<file path="config.mk">
export PLATFORM = sky130hd
export DESIGN_NAME = dac_update_cal_spi_port
export DESIGN_NICKNAME = d
export VERILOG_FILES = /design/src/verilog/dac_pkg.sv /design/src/verilog/dac_update_cal_spi_port.sv /design/src/verilog/spi_pin_sync.sv
export SDC_FILE = /design/constraint.sdc
export NUM_CORES = 2
export LEC_CHECK = 0
export BUFFER_PORTS_ARGS = -buffer_cell sky130_fd_sc_hd__buf_2
export CAP_MARGIN = 20
export CELL_PAD_IN_SITES_DETAIL_PLACEMENT = 0
export CELL_PAD_IN_SITES_GLOBAL_PLACEMENT = 1
export CORE_ASPECT_RATIO = 1.5
export CORE_MARGIN = 4
export CORE_UTILIZATION = 46
export CTS_CLUSTER_SIZE = 25
export DETAILED_ROUTE_END_ITERATION = 8
export PLACE_DENSITY_LB_ADDON = 0.1
export SLEW_MARGIN = 20
export SYNTH_ARGS = -nofsm -noshare
export SYNTH_HDL_FRONTEND = slang
export SYNTH_HIERARCHICAL = 1
export SYNTH_SLANG_ARGS = --single-unit
export TNS_END_PERCENT = 100
</file>
<file path="constraint.sdc">
create_clock -name clk -period 13.4 [get_ports clk]
set_input_delay 1.34 -clock clk [delete_from_list [all_inputs] [get_ports clk]]
set_output_delay 1.34 -clock clk [all_outputs]
set_load 0.005 [all_outputs]
</file>
<file path="src/verilog/dac_pkg.sv">
// Shared constants, types and register map of the DAC control serial port.
package dac_pkg;

    // Clock and timing.
    localparam int CLK_PERIOD_PS = 5000;        // System clock period, ps.
    localparam int CAL_TIME_US = 100;           // Calibration run time, us.
    localparam int RETRACK_TIME_US = 1000;      // Tracking interval, us.
    // Cycle counts; a run rounds up, the interval rounds down.
    localparam int CAL_CYCLES =
        (CAL_TIME_US * 1000000 + CLK_PERIOD_PS - 1) / CLK_PERIOD_PS;
    localparam int RETRACK_CYCLES =
        RETRACK_TIME_US * 1000000 / CLK_PERIOD_PS;

    // Widths.
    localparam int DAC_BITS = 12;               // DAC code width.
    localparam int CHANNELS = 2;                // Independent DAC channels.
    localparam int CMD_BITS = 8;                // Command byte length.
    localparam int DATA_BITS = 16;              // Data word length.
    localparam int FRAME_BITS = 24;             // Whole frame length.

    // Command byte fields.
    localparam int CMD_READ_POS = 7;            // 1 reads, 0 writes.
    localparam int ADDR_BITS = 7;               // Register address width.

    // Register addresses.
    localparam logic [6:0] ADDR_DAC_IN0 = 7'h00;    // Staging, channel 1.
    localparam logic [6:0] ADDR_DAC_IN1 = 7'h01;    // Staging, channel 2.
    localparam logic [6:0] ADDR_DAC_INOUT0 = 7'h02; // Staging+out, ch 1.
    localparam logic [6:0] ADDR_DAC_INOUT1 = 7'h03; // Staging+out, ch 2.
    localparam logic [6:0] ADDR_SETPOINT0 = 7'h04;  // Setpoint, ch 1.
    localparam logic [6:0] ADDR_SETPOINT1 = 7'h05;  // Setpoint, ch 2.
    localparam logic [6:0] ADDR_SW_LOAD = 7'h06;    // Software load.
    localparam logic [6:0] ADDR_SW_CFG = 7'h07;     // Software config.
    localparam logic [6:0] ADDR_CAL_CTRL = 7'h08;   // Calibration control.
    localparam logic [6:0] ADDR_HW_CFG = 7'h09;     // Hardware config.
    localparam logic [6:0] ADDR_STATUS = 7'h0A;     // Busy status.
    localparam logic [6:0] ADDR_TEMP = 7'h0B;       // Temperature reading.

    // Calibration control fields.
    localparam int CAL_REQUEST_POS = 0;         // cal_request_bit.
    localparam int CAL_TRACK_POS = 1;           // Track bit.
    localparam int CAL_SELF_TIMING_POS = 2;     // cal_self_timing_bit.

    // Hardware configuration: reference select in the four low bits.
    localparam int REF_SEL_BITS = 4;

    // Reset values.
    localparam logic [11:0] DAC_RESET = 12'h000;
    localparam logic [2:0] CAL_CTRL_RESET = 3'h0;
    localparam logic [3:0] HW_CFG_RESET = 4'h0;
    localparam logic [1:0] SW_CFG_RESET = 2'h0;

    // Setpoint arithmetic: gain fraction has 12, temp fraction 11 bits.
    localparam int CORR_SHIFT = 23;

    // Serial port pins as seen by the device.
    typedef struct packed {
        logic sclk;       // Serial clock from the master.
        logic cs_n;       // Chip select, active low.
        logic din;        // Serial data in.
        logic iface_sel;  // High selects the four-wire port.
    } spi_pins_s;

    // Calibration sequencer states.
    typedef enum logic [1:0] {
        CAL_IDLE,
        CAL_RUN,
        CAL_WAIT
    } cal_state_e;

endpackage : dac_pkg

</file>
<file path="src/verilog/dac_update_cal_spi_port.sv">
// Dual DAC code control, calibration sequencing and four-wire serial port.
// Operation
// RULE_01: Two independent channels, each a 12-bit code.
// RULE_02: Staging write holds; software load transfers.
// RULE_03: Staging-and-output write updates output at once.
// RULE_04: Setpoint write computes setpoint times corrected gain.
// RULE_05: Gain unsigned fraction, temperature signed fraction.
// RULE_06: Load-select bit picks staging or output target.
// RULE_07: Track low one-shot; all three set tracks.
// RULE_08: ADC activity suspended while calibration runs.
// RULE_09: Busy high during calibration, low after.
// RULE_10: Master waits for busy low before conversions.
// RULE_11: Master calibrates after DAC power-up time.
// RULE_12: Four low hardware config bits select references.
// RULE_13: Select pin low two-wire, high four-wire.
// RULE_14: Clock may idle high or low.
// RULE_15: Master makes clock, limits rate, equal modes.
// RULE_16: Sample input rising, change output falling.
// RULE_17: Chip select fall starts 24-bit frame.
// RULE_18: Command picks register and direction; 16 bits.
// RULE_19: Master holds chip select low whole frame.
// RULE_20: Serial input ignored while read data shifts.
// RULE_21: Temperature reads signed, others unsigned.
// RULE_22: Short frame discarded, no register write.
// RULE_23: Output undriven when deselected or writing.
`timescale 1ns/1ps
module dac_update_cal_spi_port #(
    parameter int CAL_CYCLES = dac_pkg::CAL_CYCLES,
    parameter int RETRACK_CYCLES = dac_pkg::RETRACK_CYCLES
) (
    // Clock and reset.
    input wire logic clk,
    input wire logic reset,
    // Serial port pins.
    input dac_pkg::spi_pins_s pins,
    output logic dout,
    output logic dout_oe_n,
    // Lookup results per channel and the temperature reading.
    input wire logic [1:0][11:0] gain_lookup_value,
    input wire logic [1:0][11:0] temp_lookup_value,
    input wire logic [11:0] temp_reading,
    // DAC codes, calibration status and reference selects.
    output logic [1:0][11:0] dac_code,
    output logic busy,
    output logic adc_suspend,
    output logic [3:0] ref_select
);

    ////////////////////////////////////////////////////////////////////////
    // Pin synchronisation.
    dac_pkg::spi_pins_s pins_q;    // Pins after two flops.
    logic sclk_rise;               // One-cycle pulse on a clock rise.
    logic sclk_fall;               // One-cycle pulse on a clock fall.

    spi_pin_sync u_sync (
        .clk(clk),
        .reset(reset),
        .pins_raw(pins),
        .pins_q(pins_q),
        .sclk_rise(sclk_rise),
        .sclk_fall(sclk_fall)
    );

    ////////////////////////////////////////////////////////////////////////
    // Serial frame engine.
    logic active;                  // Port selected and in four-wire mode.
    logic [4:0] bit_cnt_ff;        // Rising edges seen in this frame.
    logic [22:0] shift_in_ff;      // Bits received so far.
    logic [6:0] addr_ff;           // Latched register address.
    logic rd_active_ff;            // Current frame is a read.
    logic [15:0] rd_shift_ff;      // Read data still to send.
    logic dout_ff;                 // Bit on the serial output.
    logic wr_strobe;               // Completed write frame, one cycle.
    logic [15:0] wr_data;          // Data word of the write.
    logic [6:0] cmd_addr;          // Address as the command completes.
    logic cmd_done;                // Eighth rising edge of the frame.
    logic [15:0] rd_word;          // Read mux output.

    // Two-wire mode leaves this port idle entirely. [RULE_13]
    assign active = ~pins_q.cs_n & pins_q.iface_sel;
    assign cmd_done = active & sclk_rise & (bit_cnt_ff == 5'(dac_pkg::CMD_BITS - 1));
    assign cmd_addr = {shift_in_ff[5:0], pins_q.din};
    // Writes commit only on the final edge, so a short frame is lost. [RULE_22]
    assign wr_strobe = active & sclk_rise & ~rd_active_ff
        & (bit_cnt_ff == 5'(dac_pkg::FRAME_BITS - 1));
    assign wr_data = {shift_in_ff[14:0], pins_q.din};

    // Edge counter; deselect clears it, which starts the next frame. [RULE_17]
    always_ff @(posedge clk) begin
        if (reset || !active) begin
            bit_cnt_ff <= 5'h00;
        end else if (sclk_rise && bit_cnt_ff != 5'(dac_pkg::FRAME_BITS)) begin
            bit_cnt_ff <= bit_cnt_ff + 5'h01;
        end
    end

    // Input is sampled only on rising edges, whatever the idle level.
    always_ff @(posedge clk) begin
        if (reset) begin
            shift_in_ff <= '0;
        end else if (active && sclk_rise) begin
            shift_in_ff <= {shift_in_ff[21:0], pins_q.din}; // [RULE_16] [RULE_14]
        end
    end

    // The command byte names the register and the direction. [RULE_18]
    always_ff @(posedge clk) begin
        if (reset || !active) begin
            rd_active_ff <= 1'b0;
            addr_ff <= 7'h00;
        end else if (cmd_done) begin
            rd_active_ff <= shift_in_ff[dac_pkg::CMD_READ_POS - 1];
            addr_ff <= cmd_addr;
        end
    end

    // Read data loads at the command's end and moves on falling edges;
    // the input level is not looked at meanwhile. [RULE_16] [RULE_20]
    always_ff @(posedge clk) begin
        if (reset) begin
            rd_shift_ff <= 16'h0000;
            dout_ff <= 1'b0;
        end else if (cmd_done) begin
            rd_shift_ff <= rd_word;
        end else if (active && rd_active_ff && sclk_fall) begin
            dout_ff <= rd_shift_ff[15];
            rd_shift_ff <= {rd_shift_ff[14:0], 1'b0};
        end
    end

    // Output released unless a read frame is selected. [RULE_23]
    assign dout = dout_ff;
    assign dout_oe_n = ~(active & rd_active_ff);

    ////////////////////////////////////////////////////////////////////////
    // Control registers.
    logic [1:0] sw_cfg_ff;         // Load-select bit per channel.
    logic [2:0] cal_ctrl_ff;       // Request, track and self-timing bits.
    logic [3:0] hw_cfg_ff;         // Reference source selects.
    logic [1:0][11:0] dac_in_ff;   // Staging codes.
    logic [1:0][11:0] dac_out_ff;  // Active output codes.
    logic [1:0][11:0] setpoint_code_register_ff;     // Setpoint codes.
    logic [1:0] sp_pend_ff;        // Setpoint computation due.
    logic [1:0][11:0] sp_code;     // Computed setpoint codes.
    logic cal_start;               // Calibration run begins.

    // Software configuration and reference selection registers.
    always_ff @(posedge clk) begin
        if (reset) begin
            sw_cfg_ff <= dac_pkg::SW_CFG_RESET;
            hw_cfg_ff <= dac_pkg::HW_CFG_RESET;
        end else if (wr_strobe && addr_ff == dac_pkg::ADDR_SW_CFG) begin
            sw_cfg_ff <= wr_data[1:0];
        end else if (wr_strobe && addr_ff == dac_pkg::ADDR_HW_CFG) begin
            hw_cfg_ff <= wr_data[3:0]; // [RULE_12]
        end
    end

    assign ref_select = hw_cfg_ff;

    // Calibration control; a software write that sets the request wins
    // over the one-shot clear in the same cycle. [RULE_07]
    always_ff @(posedge clk) begin
        if (reset) begin
            cal_ctrl_ff <= dac_pkg::CAL_CTRL_RESET;
        end else if (wr_strobe && addr_ff == dac_pkg::ADDR_CAL_CTRL) begin
            cal_ctrl_ff <= wr_data[2:0];
        end else if (cal_start && !cal_ctrl_ff[dac_pkg::CAL_TRACK_POS]) begin
            cal_ctrl_ff[dac_pkg::CAL_REQUEST_POS] <= 1'b0;
        end
    end

    // Per-channel code registers and setpoint arithmetic. [RULE_01]
    for (genvar ch = 0; ch < dac_pkg::CHANNELS; ch++) begin : g_chan
        logic signed [24:0] kt;      // Gain times temperature fraction.
        logic signed [37:0] prod;    // Setpoint times that product.
        logic signed [15:0] sum;     // Corrected code before clamping.

        // Gain is unsigned, temperature two's complement. [RULE_05]
        assign kt = $signed({1'b0, gain_lookup_value[ch]})
            * $signed(temp_lookup_value[ch]);
        assign prod = $signed({1'b0, setpoint_code_register_ff[ch]}) * kt;
        // Code is setpoint * (1 + k * t), clamped to the code range.
        assign sum = $signed({4'h0, setpoint_code_register_ff[ch]})
            + 16'(prod >>> dac_pkg::CORR_SHIFT); // [RULE_04]
        assign sp_code[ch] = sum[15] ? 12'h000
            : (|sum[14:12]) ? 12'hFFF : sum[11:0];

        // A setpoint write is followed by one computation cycle.
        always_ff @(posedge clk) begin
            if (reset) begin
                setpoint_code_register_ff[ch] <= dac_pkg::DAC_RESET;
                sp_pend_ff[ch] <= 1'b0;
            end else begin
                sp_pend_ff[ch] <= wr_strobe
                    && addr_ff == dac_pkg::ADDR_SETPOINT0 + 7'(ch);
                if (wr_strobe && addr_ff == dac_pkg::ADDR_SETPOINT0 + 7'(ch)) begin
                    setpoint_code_register_ff[ch] <= wr_data[11:0]; // [RULE_04]
                end
            end
        end

        // Staging register: direct writes, combined writes, or setpoint.
        always_ff @(posedge clk) begin
            if (reset) begin
                dac_in_ff[ch] <= dac_pkg::DAC_RESET;
            end else if (wr_strobe && (addr_ff == dac_pkg::ADDR_DAC_IN0 + 7'(ch)
                || addr_ff == dac_pkg::ADDR_DAC_INOUT0 + 7'(ch))) begin
                dac_in_ff[ch] <= wr_data[11:0]; // [RULE_02]
            end else if (sp_pend_ff[ch] && !sw_cfg_ff[ch]) begin
                dac_in_ff[ch] <= sp_code[ch]; // [RULE_06]
            end
        end

        // Output register changes only on load, combined write or setpoint.
        always_ff @(posedge clk) begin
            if (reset) begin
                dac_out_ff[ch] <= dac_pkg::DAC_RESET;
            end else if (wr_strobe
                && addr_ff == dac_pkg::ADDR_DAC_INOUT0 + 7'(ch)) begin
                dac_out_ff[ch] <= wr_data[11:0]; // [RULE_03]
            end else if (wr_strobe && addr_ff == dac_pkg::ADDR_SW_LOAD
                && wr_data[ch]) begin
                dac_out_ff[ch] <= dac_in_ff[ch]; // [RULE_02]
            end else if (sp_pend_ff[ch] && sw_cfg_ff[ch]) begin
                dac_out_ff[ch] <= sp_code[ch]; // [RULE_06]
            end
        end
    end

    assign dac_code = dac_out_ff;

    // Read mux; only the temperature is sign extended. [RULE_21]
    always_comb begin
        case (cmd_addr)
            dac_pkg::ADDR_DAC_IN0: rd_word = {4'h0, dac_in_ff[0]};
            dac_pkg::ADDR_DAC_IN1: rd_word = {4'h0, dac_in_ff[1]};
            dac_pkg::ADDR_DAC_INOUT0: rd_word = {4'h0, dac_out_ff[0]};
            dac_pkg::ADDR_DAC_INOUT1: rd_word = {4'h0, dac_out_ff[1]};
            dac_pkg::ADDR_SETPOINT0: rd_word = {4'h0, setpoint_code_register_ff[0]};
            dac_pkg::ADDR_SETPOINT1: rd_word = {4'h0, setpoint_code_register_ff[1]};
            dac_pkg::ADDR_SW_CFG: rd_word = {14'h0000, sw_cfg_ff};
            dac_pkg::ADDR_CAL_CTRL: rd_word = {13'h0000, cal_ctrl_ff};
            dac_pkg::ADDR_HW_CFG: rd_word = {12'h000, hw_cfg_ff};
            dac_pkg::ADDR_STATUS: rd_word = {15'h0000, busy};
            dac_pkg::ADDR_TEMP: rd_word = {{4{temp_reading[11]}}, temp_reading};
            default: rd_word = 16'h0000;
        endcase
    end

    ////////////////////////////////////////////////////////////////////////
    // Calibration sequencer. The analog routine is timed here, since the
    // offset trim itself lives outside this logic.
    dac_pkg::cal_state_e cal_state_ff;
    logic [31:0] cal_cnt_ff;       // Cycles spent in the current state.
    logic tracking;                // Track, request and self-timing all set.

    assign tracking = &cal_ctrl_ff;
    assign cal_start = (cal_state_ff == dac_pkg::CAL_IDLE)
        && cal_ctrl_ff[dac_pkg::CAL_REQUEST_POS];

    // One-shot runs once; tracking reruns after each interval. [RULE_07]
    always_ff @(posedge clk) begin
        if (reset) begin
            cal_state_ff <= dac_pkg::CAL_IDLE;
            cal_cnt_ff <= 32'h0000_0000;
        end else begin
            case (cal_state_ff)
                dac_pkg::CAL_IDLE: begin
                    cal_cnt_ff <= 32'h0000_0000;
                    if (cal_start) begin
                        cal_state_ff <= dac_pkg::CAL_RUN;
                    end
                end
                dac_pkg::CAL_RUN: begin
                    if (cal_cnt_ff == 32'(CAL_CYCLES - 1)) begin
                        cal_cnt_ff <= 32'h0000_0000;
                        cal_state_ff <= tracking ? dac_pkg::CAL_WAIT
                            : dac_pkg::CAL_IDLE;
                    end else begin
                        cal_cnt_ff <= cal_cnt_ff + 32'h0000_0001;
                    end
                end
                dac_pkg::CAL_WAIT: begin
                    // Dropping out of tracking ends the wait at once.
                    if (!tracking || cal_cnt_ff == 32'(RETRACK_CYCLES - 1)) begin
                        cal_cnt_ff <= 32'h0000_0000;
                        cal_state_ff <= dac_pkg::CAL_IDLE;
                    end else begin
                        cal_cnt_ff <= cal_cnt_ff + 32'h0000_0001;
                    end
                end
                default: begin
                    cal_state_ff <= dac_pkg::CAL_IDLE;
                end
            endcase
        end
    end

    // Busy and the ADC hold follow the run state exactly. [RULE_09] [RULE_08]
    assign busy = (cal_state_ff == dac_pkg::CAL_RUN);
    assign adc_suspend = busy;
endmodule : dac_update_cal_spi_port

</file>
<file path="src/verilog/spi_pin_sync.sv">
// Two-stage synchroniser for the serial port pins, with clock edge finding.
`timescale 1ns/1ps
module spi_pin_sync (
    // Clock and reset.
    input wire logic clk,
    input wire logic reset,
    // Raw pins.
    input dac_pkg::spi_pins_s pins_raw,
    // Synchronised pins and serial clock edges.
    output dac_pkg::spi_pins_s pins_q,
    output logic sclk_rise,
    output logic sclk_fall
);

    ////////////////////////////////////////////////////////////////////////
    dac_pkg::spi_pins_s meta_ff;   // First stage, read only by stage two.
    dac_pkg::spi_pins_s sync_ff;   // Second stage, safe to use.
    logic sclk_prev_ff;            // Delayed serial clock for edges.

    // Both stages reset to an idle bus: chip select high, clock low.
    always_ff @(posedge clk) begin
        if (reset) begin
            meta_ff <= '{sclk: 1'b0, cs_n: 1'b1, din: 1'b0, iface_sel: 1'b0};
            sync_ff <= '{sclk: 1'b0, cs_n: 1'b1, din: 1'b0, iface_sel: 1'b0};
        end else begin
            meta_ff <= pins_raw;
            sync_ff <= meta_ff;
        end
    end

    // A third flop lets edges be found without touching the first stage.
    always_ff @(posedge clk) begin
        if (reset) begin
            sclk_prev_ff <= 1'b0;
        end else begin
            sclk_prev_ff <= sync_ff.sclk;
        end
    end

    assign pins_q = sync_ff;
    assign sclk_rise = sync_ff.sclk & ~sclk_prev_ff;
    assign sclk_fall = ~sync_ff.sclk & sclk_prev_ff;

endmodule : spi_pin_sync
</file>
Yosys cells after proc, flatten, opt, wreduce, memory -nomap -nowiden
Index checks and enable logic that the tools add are counted.
{"block": "totals", "wordCells": 155, "reg_bits": 167, "inputBits": 66}
{"block": "op_classes", "n_bitwise": 15, "addsub": 4, "reduce_logical": 47, "mul": 4, "mux": 27, "n_eq_ne": 29}
{"operator": "16-bit one-hot mux with 11 select lines", "n": 1}
{"operator": "12-bit 2-to-1 mux", "n": 14}
{"operator": "32-bit one-hot mux with 3 select lines", "n": 1}
{"operator": "13-bit by 25-bit multiplier with 38-bit output", "n": 2}
{"operator": "32-bit 2-to-1 mux", "n": 2}
{"operator": "13-bit by 12-bit multiplier with 25-bit output", "n": 2}
{"operator": "7-bit by 3-bit equality test with 1-bit output, second input constant", "n": 7}
{"operator": "7-bit by 4-bit equality test with 1-bit output, second input constant", "n": 6}
{"operator": "13-bit by 15-bit adder with 16-bit output", "n": 2}
{"operator": "32-bit by 1-bit adder with 32-bit output, second input constant", "n": 1}
{"operator": "32-bit by 15-bit equality test with 1-bit output, second input constant", "n": 1}
{"operator": "32-bit by 18-bit equality test with 1-bit output, second input constant", "n": 1}
{"operator": "16-bit 2-to-1 mux", "n": 2}
{"operator": "7-bit by 2-bit equality test with 1-bit output, second input constant", "n": 4}
{"operator": "1-bit logical AND", "n": 22}
{"operator": "7-bit by 1-bit equality test with 1-bit output, second input constant", "n": 2}
{"operator": "7-bit logical NOT", "n": 2}
{"operator": "3-bit nonzero test", "n": 3}
{"operator": "1-bit bitwise AND", "n": 8}
{"operator": "2-bit 2-to-1 mux", "n": 4}
{"operator": "2-bit nonzero test", "n": 4}
{"operator": "1-bit inverter", "n": 7}
{"operator": "2-bit one-hot mux with 3 select lines", "n": 1}
{"operator": "3-bit AND reduction", "n": 2}
{"operator": "other kinds (14)", "n": 25}

Depth between registers and ports, before layout
{"block": "depth", "depth_word": 9, "ltp_mapped": 62}

By module
The synthesis kept the hierarchy.
{"module": "dac_update_cal_spi_port", "instances": 1, "cells_per_inst": 4562, "seq_area_each_um2": 3163.0, "area_per_inst_um2": 38602.0}
{"module": "spi_pin_sync", "instances": 1, "cells_per_inst": 20, "seq_area_each_um2": 180.2, "area_per_inst_um2": 249.0}

Worst setup path before layout
OpenSTA, ideal clock, no wires.
{"block": "synth_timing", "path_type": "in2reg", "start": "in temp_lookup_value[0] (netlist name)", "end": "reg dac_out_ff (netlist bit dac_code[3])", "cell_stages": 58, "setup_time_ps": 134, "arrival_time_ps": 13326, "path_buffers": 3, "path_slack_ps": -60, "cell_sequence": "clkbuf_1 nand2_1 fa_1 inv_1 ha_1 fa_1 inv_1 fa_1 fa_1 inv_1 ha_1 a21o_1 a21oi_1 o21bai_1 a21oi_1 o21bai_1 a21oi_1 nor2b_1 (+22 left out) o21ai_0 nand2b_1 a21oi_1 xnor2_1 ha_1 and2_1 a22o_1 nor2_1 a21oi_1 or3_1 a21oi_1 a31oi_1 nor2_1 a21oi_1 a211o_1 buf_2 nor4_1 nor4_1"}
{"block": "synth_between", "elab_chain_cells": 9}
{"element": "from (decl)", "line_no": "dac_update_cal_spi_port.sv:40", "rtl": "input wire logic [1:0][11:0] temp_lookup_value,"}
{"element": "13-bit by 12-bit multiplier with 25-bit output *", "line_no": "dac_update_cal_spi_port.sv:181", "rtl": "* $signed(temp_lookup_value[ch]);"}
{"element": "13-bit by 25-bit multiplier with 38-bit output *", "line_no": "dac_update_cal_spi_port.sv:182", "rtl": "assign prod = $signed({1'b0, setpoint_code_register_ff[ch]}) * kt;"}
{"element": "13-bit by 15-bit adder with 16-bit output *", "line_no": "dac_update_cal_spi_port.sv:185", "rtl": "+ 16'(prod >>> dac_pkg::CORR_SHIFT);"}
{"element": "3-bit OR reduction", "line_no": "dac_update_cal_spi_port.sv:187", "rtl": ": (|sum[14:12]) ? 12'hFFF : sum[11:0];"}
{"element": "12-bit 2-to-1 mux", "line_no": "dac_update_cal_spi_port.sv:187"}
{"element": "12-bit 2-to-1 mux *", "line_no": "dac_update_cal_spi_port.sv:186", "rtl": "assign sp_code[ch] = sum[15] ? 12'h000"}
{"element": "12-bit 2-to-1 mux *", "line_no": "dac_update_cal_spi_port.sv:225", "rtl": "end else if (sp_pend_ff[ch] && sw_cfg_ff[ch]) begin"}
{"element": "12-bit 2-to-1 mux *", "line_no": "dac_update_cal_spi_port.sv:222", "rtl": "end else if (wr_strobe && addr_ff == dac_pkg::ADDR_SW_LOAD"}
{"element": "12-bit 2-to-1 mux *", "line_no": "dac_update_cal_spi_port.sv:219", "rtl": "end else if (wr_strobe"}
{"element": "to (signal, indexed assignment)", "line_no": "dac_update_cal_spi_port.sv:221", "rtl": "dac_out_ff[ch] <= wr_data[11:0];"}
{"element": "to (signal, indexed assignment)", "line_no": "dac_update_cal_spi_port.sv:224", "rtl": "dac_out_ff[ch] <= dac_in_ff[ch];"}
{"element": "to (signal, indexed assignment)", "line_no": "dac_update_cal_spi_port.sv:226", "rtl": "dac_out_ff[ch] <= sp_code[ch];"}
{"element": "to (decl)", "line_no": "dac_update_cal_spi_port.sv:141", "rtl": "logic [1:0][11:0] dac_out_ff;"}
Every way passes the cells marked *; elsewhere a longest branch is shown, timed or not. The select of a mux whose other input is x is not followed.
A chain may end at the register's enable or synchronous reset.

Worst setup path after layout
{"block": "layout_timing", "start": "in gain_lookup_value[7] (netlist name)", "end": "reg dac_in_ff[8] (netlist name)"}
{"block": "layout_between", "elab_chain_cells": 8}
{"element": "from (decl)", "line_no": "dac_update_cal_spi_port.sv:39", "rtl": "input wire logic [1:0][11:0] gain_lookup_value,"}
{"element": "13-bit by 12-bit multiplier with 25-bit output *", "line_no": "dac_update_cal_spi_port.sv:181"}
{"element": "13-bit by 25-bit multiplier with 38-bit output *", "line_no": "dac_update_cal_spi_port.sv:182"}
{"element": "13-bit by 15-bit adder with 16-bit output *", "line_no": "dac_update_cal_spi_port.sv:185"}
{"element": "3-bit OR reduction", "line_no": "dac_update_cal_spi_port.sv:187"}
{"element": "12-bit 2-to-1 mux", "line_no": "dac_update_cal_spi_port.sv:187"}
{"element": "12-bit 2-to-1 mux *", "line_no": "dac_update_cal_spi_port.sv:186"}
{"element": "12-bit 2-to-1 mux *", "line_no": "dac_update_cal_spi_port.sv:210", "rtl": "end else if (sp_pend_ff[ch] && !sw_cfg_ff[ch]) begin"}
{"element": "12-bit 2-to-1 mux *", "line_no": "dac_update_cal_spi_port.sv:207", "rtl": "end else if (wr_strobe && (addr_ff == dac_pkg::ADDR_DAC_IN0 + 7'(ch)"}
{"element": "to (signal, indexed assignment)", "line_no": "dac_update_cal_spi_port.sv:206", "rtl": "dac_in_ff[ch] <= dac_pkg::DAC_RESET;"}
{"element": "to (signal, indexed assignment)", "line_no": "dac_update_cal_spi_port.sv:209", "rtl": "dac_in_ff[ch] <= wr_data[11:0];"}
{"element": "to (signal, indexed assignment)", "line_no": "dac_update_cal_spi_port.sv:211", "rtl": "dac_in_ff[ch] <= sp_code[ch];"}
{"element": "to (decl)", "line_no": "dac_update_cal_spi_port.sv:140", "rtl": "logic [1:0][11:0] dac_in_ff;"}
Marked as above.

==> metrics.md <==
| Metric | Value |
|---|---|
| Status | `finished, final reports clean` |
| Post-route setup slack | `between 400 and 500 ps` |
| Total power | `roughly 5.8 mW` |
| Via density | `5.18` |
| Nets | `between 5000 and 6000` |
| CP Launch Type | `primary input` |
| Total GRT Usage | `about a quarter` |
| Core Util, Final | `between 50% and 60%` |
| Synth top area share | `between 30 and 40%` |
| Average wire per standard cell | `between 15 and 20 um` |
| Die footprint | `between 80000 and 90000 um2` |
| Mapped Area | `~40000 um2` |
| Area post-placement | `approximately 42000 um2` |
| Largest net degree at the start of global routing | `76` |
| CTS tree | `done` |
| CTS sink count | `approximately 170` |
| Share of cells above drive strength 1 | `around 14%` |
| Filler cells | `approximately 8200` |
| Seq/Total Area, Yosys | `roughly 8.6%` |
| Drc violations | `0` |
| CP max stage delay | `slightly below 600 ps` |
| Chip height | `364 um` |
| Setup violations, final | `0` |
| Post-route minimum period | `13000 ps` |
| Final ANT Viol Nets | `0` |
| Vias after detailed routing | `slightly above 30000` |
| Synthesis Warnings | `6` |
| Synth Flop Type | `dfxtp_1` |
| Area growth from synthesis to layout | `14.0%` |
| Hpwl dp | `roughly 86000 um` |
| # port buffers | `97` |
| Cell count after placement | `just under 6000` |
| Clock Tree Root | `clkbuf_16` |
| Synth Instances | `~4600` |
| Total CTS buffers | `17` |
| CTS Hold Bufs | `0` |
| Gp weighted congestion | `around 0.86` |
| Mapped Nets | `5737` |
| Final Max Slew Viols | `0` |
| Worst-case reg-to-reg path depth | `36` |
| Worst Path Max Fanout | `6` |
| Async set-or-reset flop fraction in the synthesized netlist | `0%` |
| Worst r2r src | `setpoint_code_register_ff[4]$_SDFFE_PP0P_` |
| Post-synth EDFFs | `0` |
| Synth top area cells | `fa_1 38%, ha_1 11%, inv_1 9.2%` |
| Slowest CP cell | `fa_1` |
| Power density over the cells | `approximately 130 nW/um2` |
| Final worst-path cycle share | `approximately 97%` |
| CTS max path bufs | `2` |
| Vias in the first global route | `roughly 34000` |
| DRT Pass-1 Iters | `8` |
| Antenna Diode Count | `0` |
| Crit path to | `dac_in_ff[8]$_SDFFE_PP0P_` |
| # IOs | `98` |
| H-tree levels | `4` |
| Min-delay worst type | `reg2reg` |
| Hold WS | `about 410 ps` |
| Crit path top cell by count | `fa_1` |
| Lkg Pwr | `roughly 22 nW` |
| Initial core utilization | `between 40% and 50%` |
| F_max | `a little under 80 MHz` |
| Gr ovfl total | `0` |
| Reg-to-reg slack, setup | `about 4500 ps` |
| Worst setup EP type | `flop` |
| Flop and latch count out of synthesis | `around 170` |
| Core area | `83800 um2` |
| Area leader, netlist | `fa_1` |
| WP data arrival | `between 10000 and 15000 ps` |
| Top cells by count, synth | `951 x inv_1, 734 x fa_1, 589 x nand2_1` |
| Clock transition at the registers of the reported paths | `80 ps` |
| Slew margin rel. | `about a quarter` |
| Critical path startpoint | `gain_lookup_value[7]` |
| Final wirelength | `106000 um` |
| Max-Cap Viols | `0` |
| Placement Setup Slack | `-459 ps` |
| Hold Vio Cnt, Final | `0` |
| Finished Layout Cells | `~6000` |
| Setup CP Type | `in2reg` |
| First-pass GRT wire length | `173000 um` |
| Die Wd | `between 200 and 250 um` |
| Cell with the most instances after synthesis | `inv_1` |
| Cell Rows | `between 100 and 150` |
| Post-Route Skew | `14.5 ps` |
| Slew of the pin with the lowest slew margin | `~1100 ps` |
| Initial antenna violation count | `0` |
| Final instance area | `~44000 um2` |
| Reg-to-Reg End | `dac_in_ff[8]$_SDFFE_PP0P_` |
| First-iteration detailed-routing DRC count | `1300` |
| Worst endpoint required time | `~14000 ps` |
| Yosys cell types | `between 80 and 90` |
| Worst skew pair latency | `440 ps` |
| Setup Total Neg Slack | `0 ps` |
| VDD IR max | `approximately 0.00021 V` |
| Average size of a mapped cell | `8.48 um2` |
## cells by family after synthesis
family	Yosys count	share of synthesized area (%)
flops	167	8.61
compound gates	441	7.43
buf+inv	1194	11.6
xor+xnor	112	2.54
fa+ha+maj	1089	49.3
mux	50	1.42
simple gates	1529	19.1
## critical path, delay by kind of cell
| kind | cells | cell delay [ps] |
|---|---|---|
| fa+ha+maj | 13 | 5570 |
| xor+xnor | 2 | 320 |
| compound gates | 18 | 2890 |
| buf+inv | 10 | 900 |
| simple gates | 14 | 2260 |
## cells in the final DEF, fill, tap and decap left out, types with 49 or more instances in the layout
| master | n |
|---|---|
| fa_1 | 727 |
| inv_1 | 932 |
| a21oi_1 | 117 |
| and3_1 | 58 |
| buf_2 | 81 |
| ha_1 | 337 |
| dfxtp_1 | 165 |
| nand2_1 | 586 |
| nor2_1 | 223 |
| buf_4 | 371 |
| nand3_1 | 56 |
| and2_1 | 360 |
| o21ai_0 | 49 |
| xnor2_1 | 67 |
## how the worst min path moves through the flow
stage,from,endpoint,slack (ps),cells past startpoint
global route,u_sync/meta_ff[2]$_SDFF_PP1_,u_sync/pins_q[2]$_SDFF_PP1_,430,1
CTS,u_sync/meta_ff[2]$_SDFF_PP1_,u_sync/pins_q[2]$_SDFF_PP1_,410,1
global placement,u_sync/meta_ff[2]$_SDFF_PP1_,u_sync/pins_q[2]$_SDFF_PP1_,390,1
floorplan,u_sync/meta_ff[2]$_SDFF_PP1_,u_sync/pins_q[2]$_SDFF_PP1_,380,1
finish,u_sync/meta_ff[2]$_SDFF_PP1_,u_sync/pins_q[2]$_SDFF_PP1_,410,1
detailed placement,u_sync/meta_ff[2]$_SDFF_PP1_,u_sync/pins_q[2]$_SDFF_PP1_,390,1
## repair_timing
| action | in CTS | in global routing |
|---|---|---|
| gates cloned | 0 | 4 |
| setup endpoints to repair | 10 | 48 |
| buffers inserted | 0 | 31 |
| pin swaps | 1 | 138 |
| resized for setup | 3 | 224 |
## final cells by class
type | count | area (um2) | area share (%)
clock inverters | 14 | 146 | 0.331
multi-input cells | 3222 | 31900 | 72.0
well taps | 1122 | 1400 | 3.17
repair buffers | 475 | 3500 | 7.90
inverters | 952 | 3570 | 8.07
clock buffers | 18 | 439 | 0.992
flip-flops and latches | 167 | 3350 | 7.55
## registers in the layout, indices dropped and copies added, names as in the netlist, 5 cells and up
| register | cells |
|---|---|
| addr_ff | 7 |
| dac_in_ff | 24 |
| rd_shift_ff | 16 |
| shift_in_ff | 11 |
| dac_code | 24 |
| cal_cnt_ff | 32 |
| setpoint_code_register_ff | 24 |
| bit_cnt_ff | 5 |
## where the power goes
group          total (mW)  internal (mW)  switching (mW)
clock network       0.496          0.254           0.242
logic                4.84           2.10            2.74
registers           0.499          0.497         0.00190
## layer usage
layer	part of all wire [%]	routed length, um	vias up	track usage, %
met2	57	60100	469	49.1
li1	-	-	14500	-
met4	4.2	4420	0	8.36
met1	37	39100	15800	26.5
met5	0	0	-	0
met3	1.9	2060	182	0.979
Note: power is estimated with default switching activity, not from simulation.
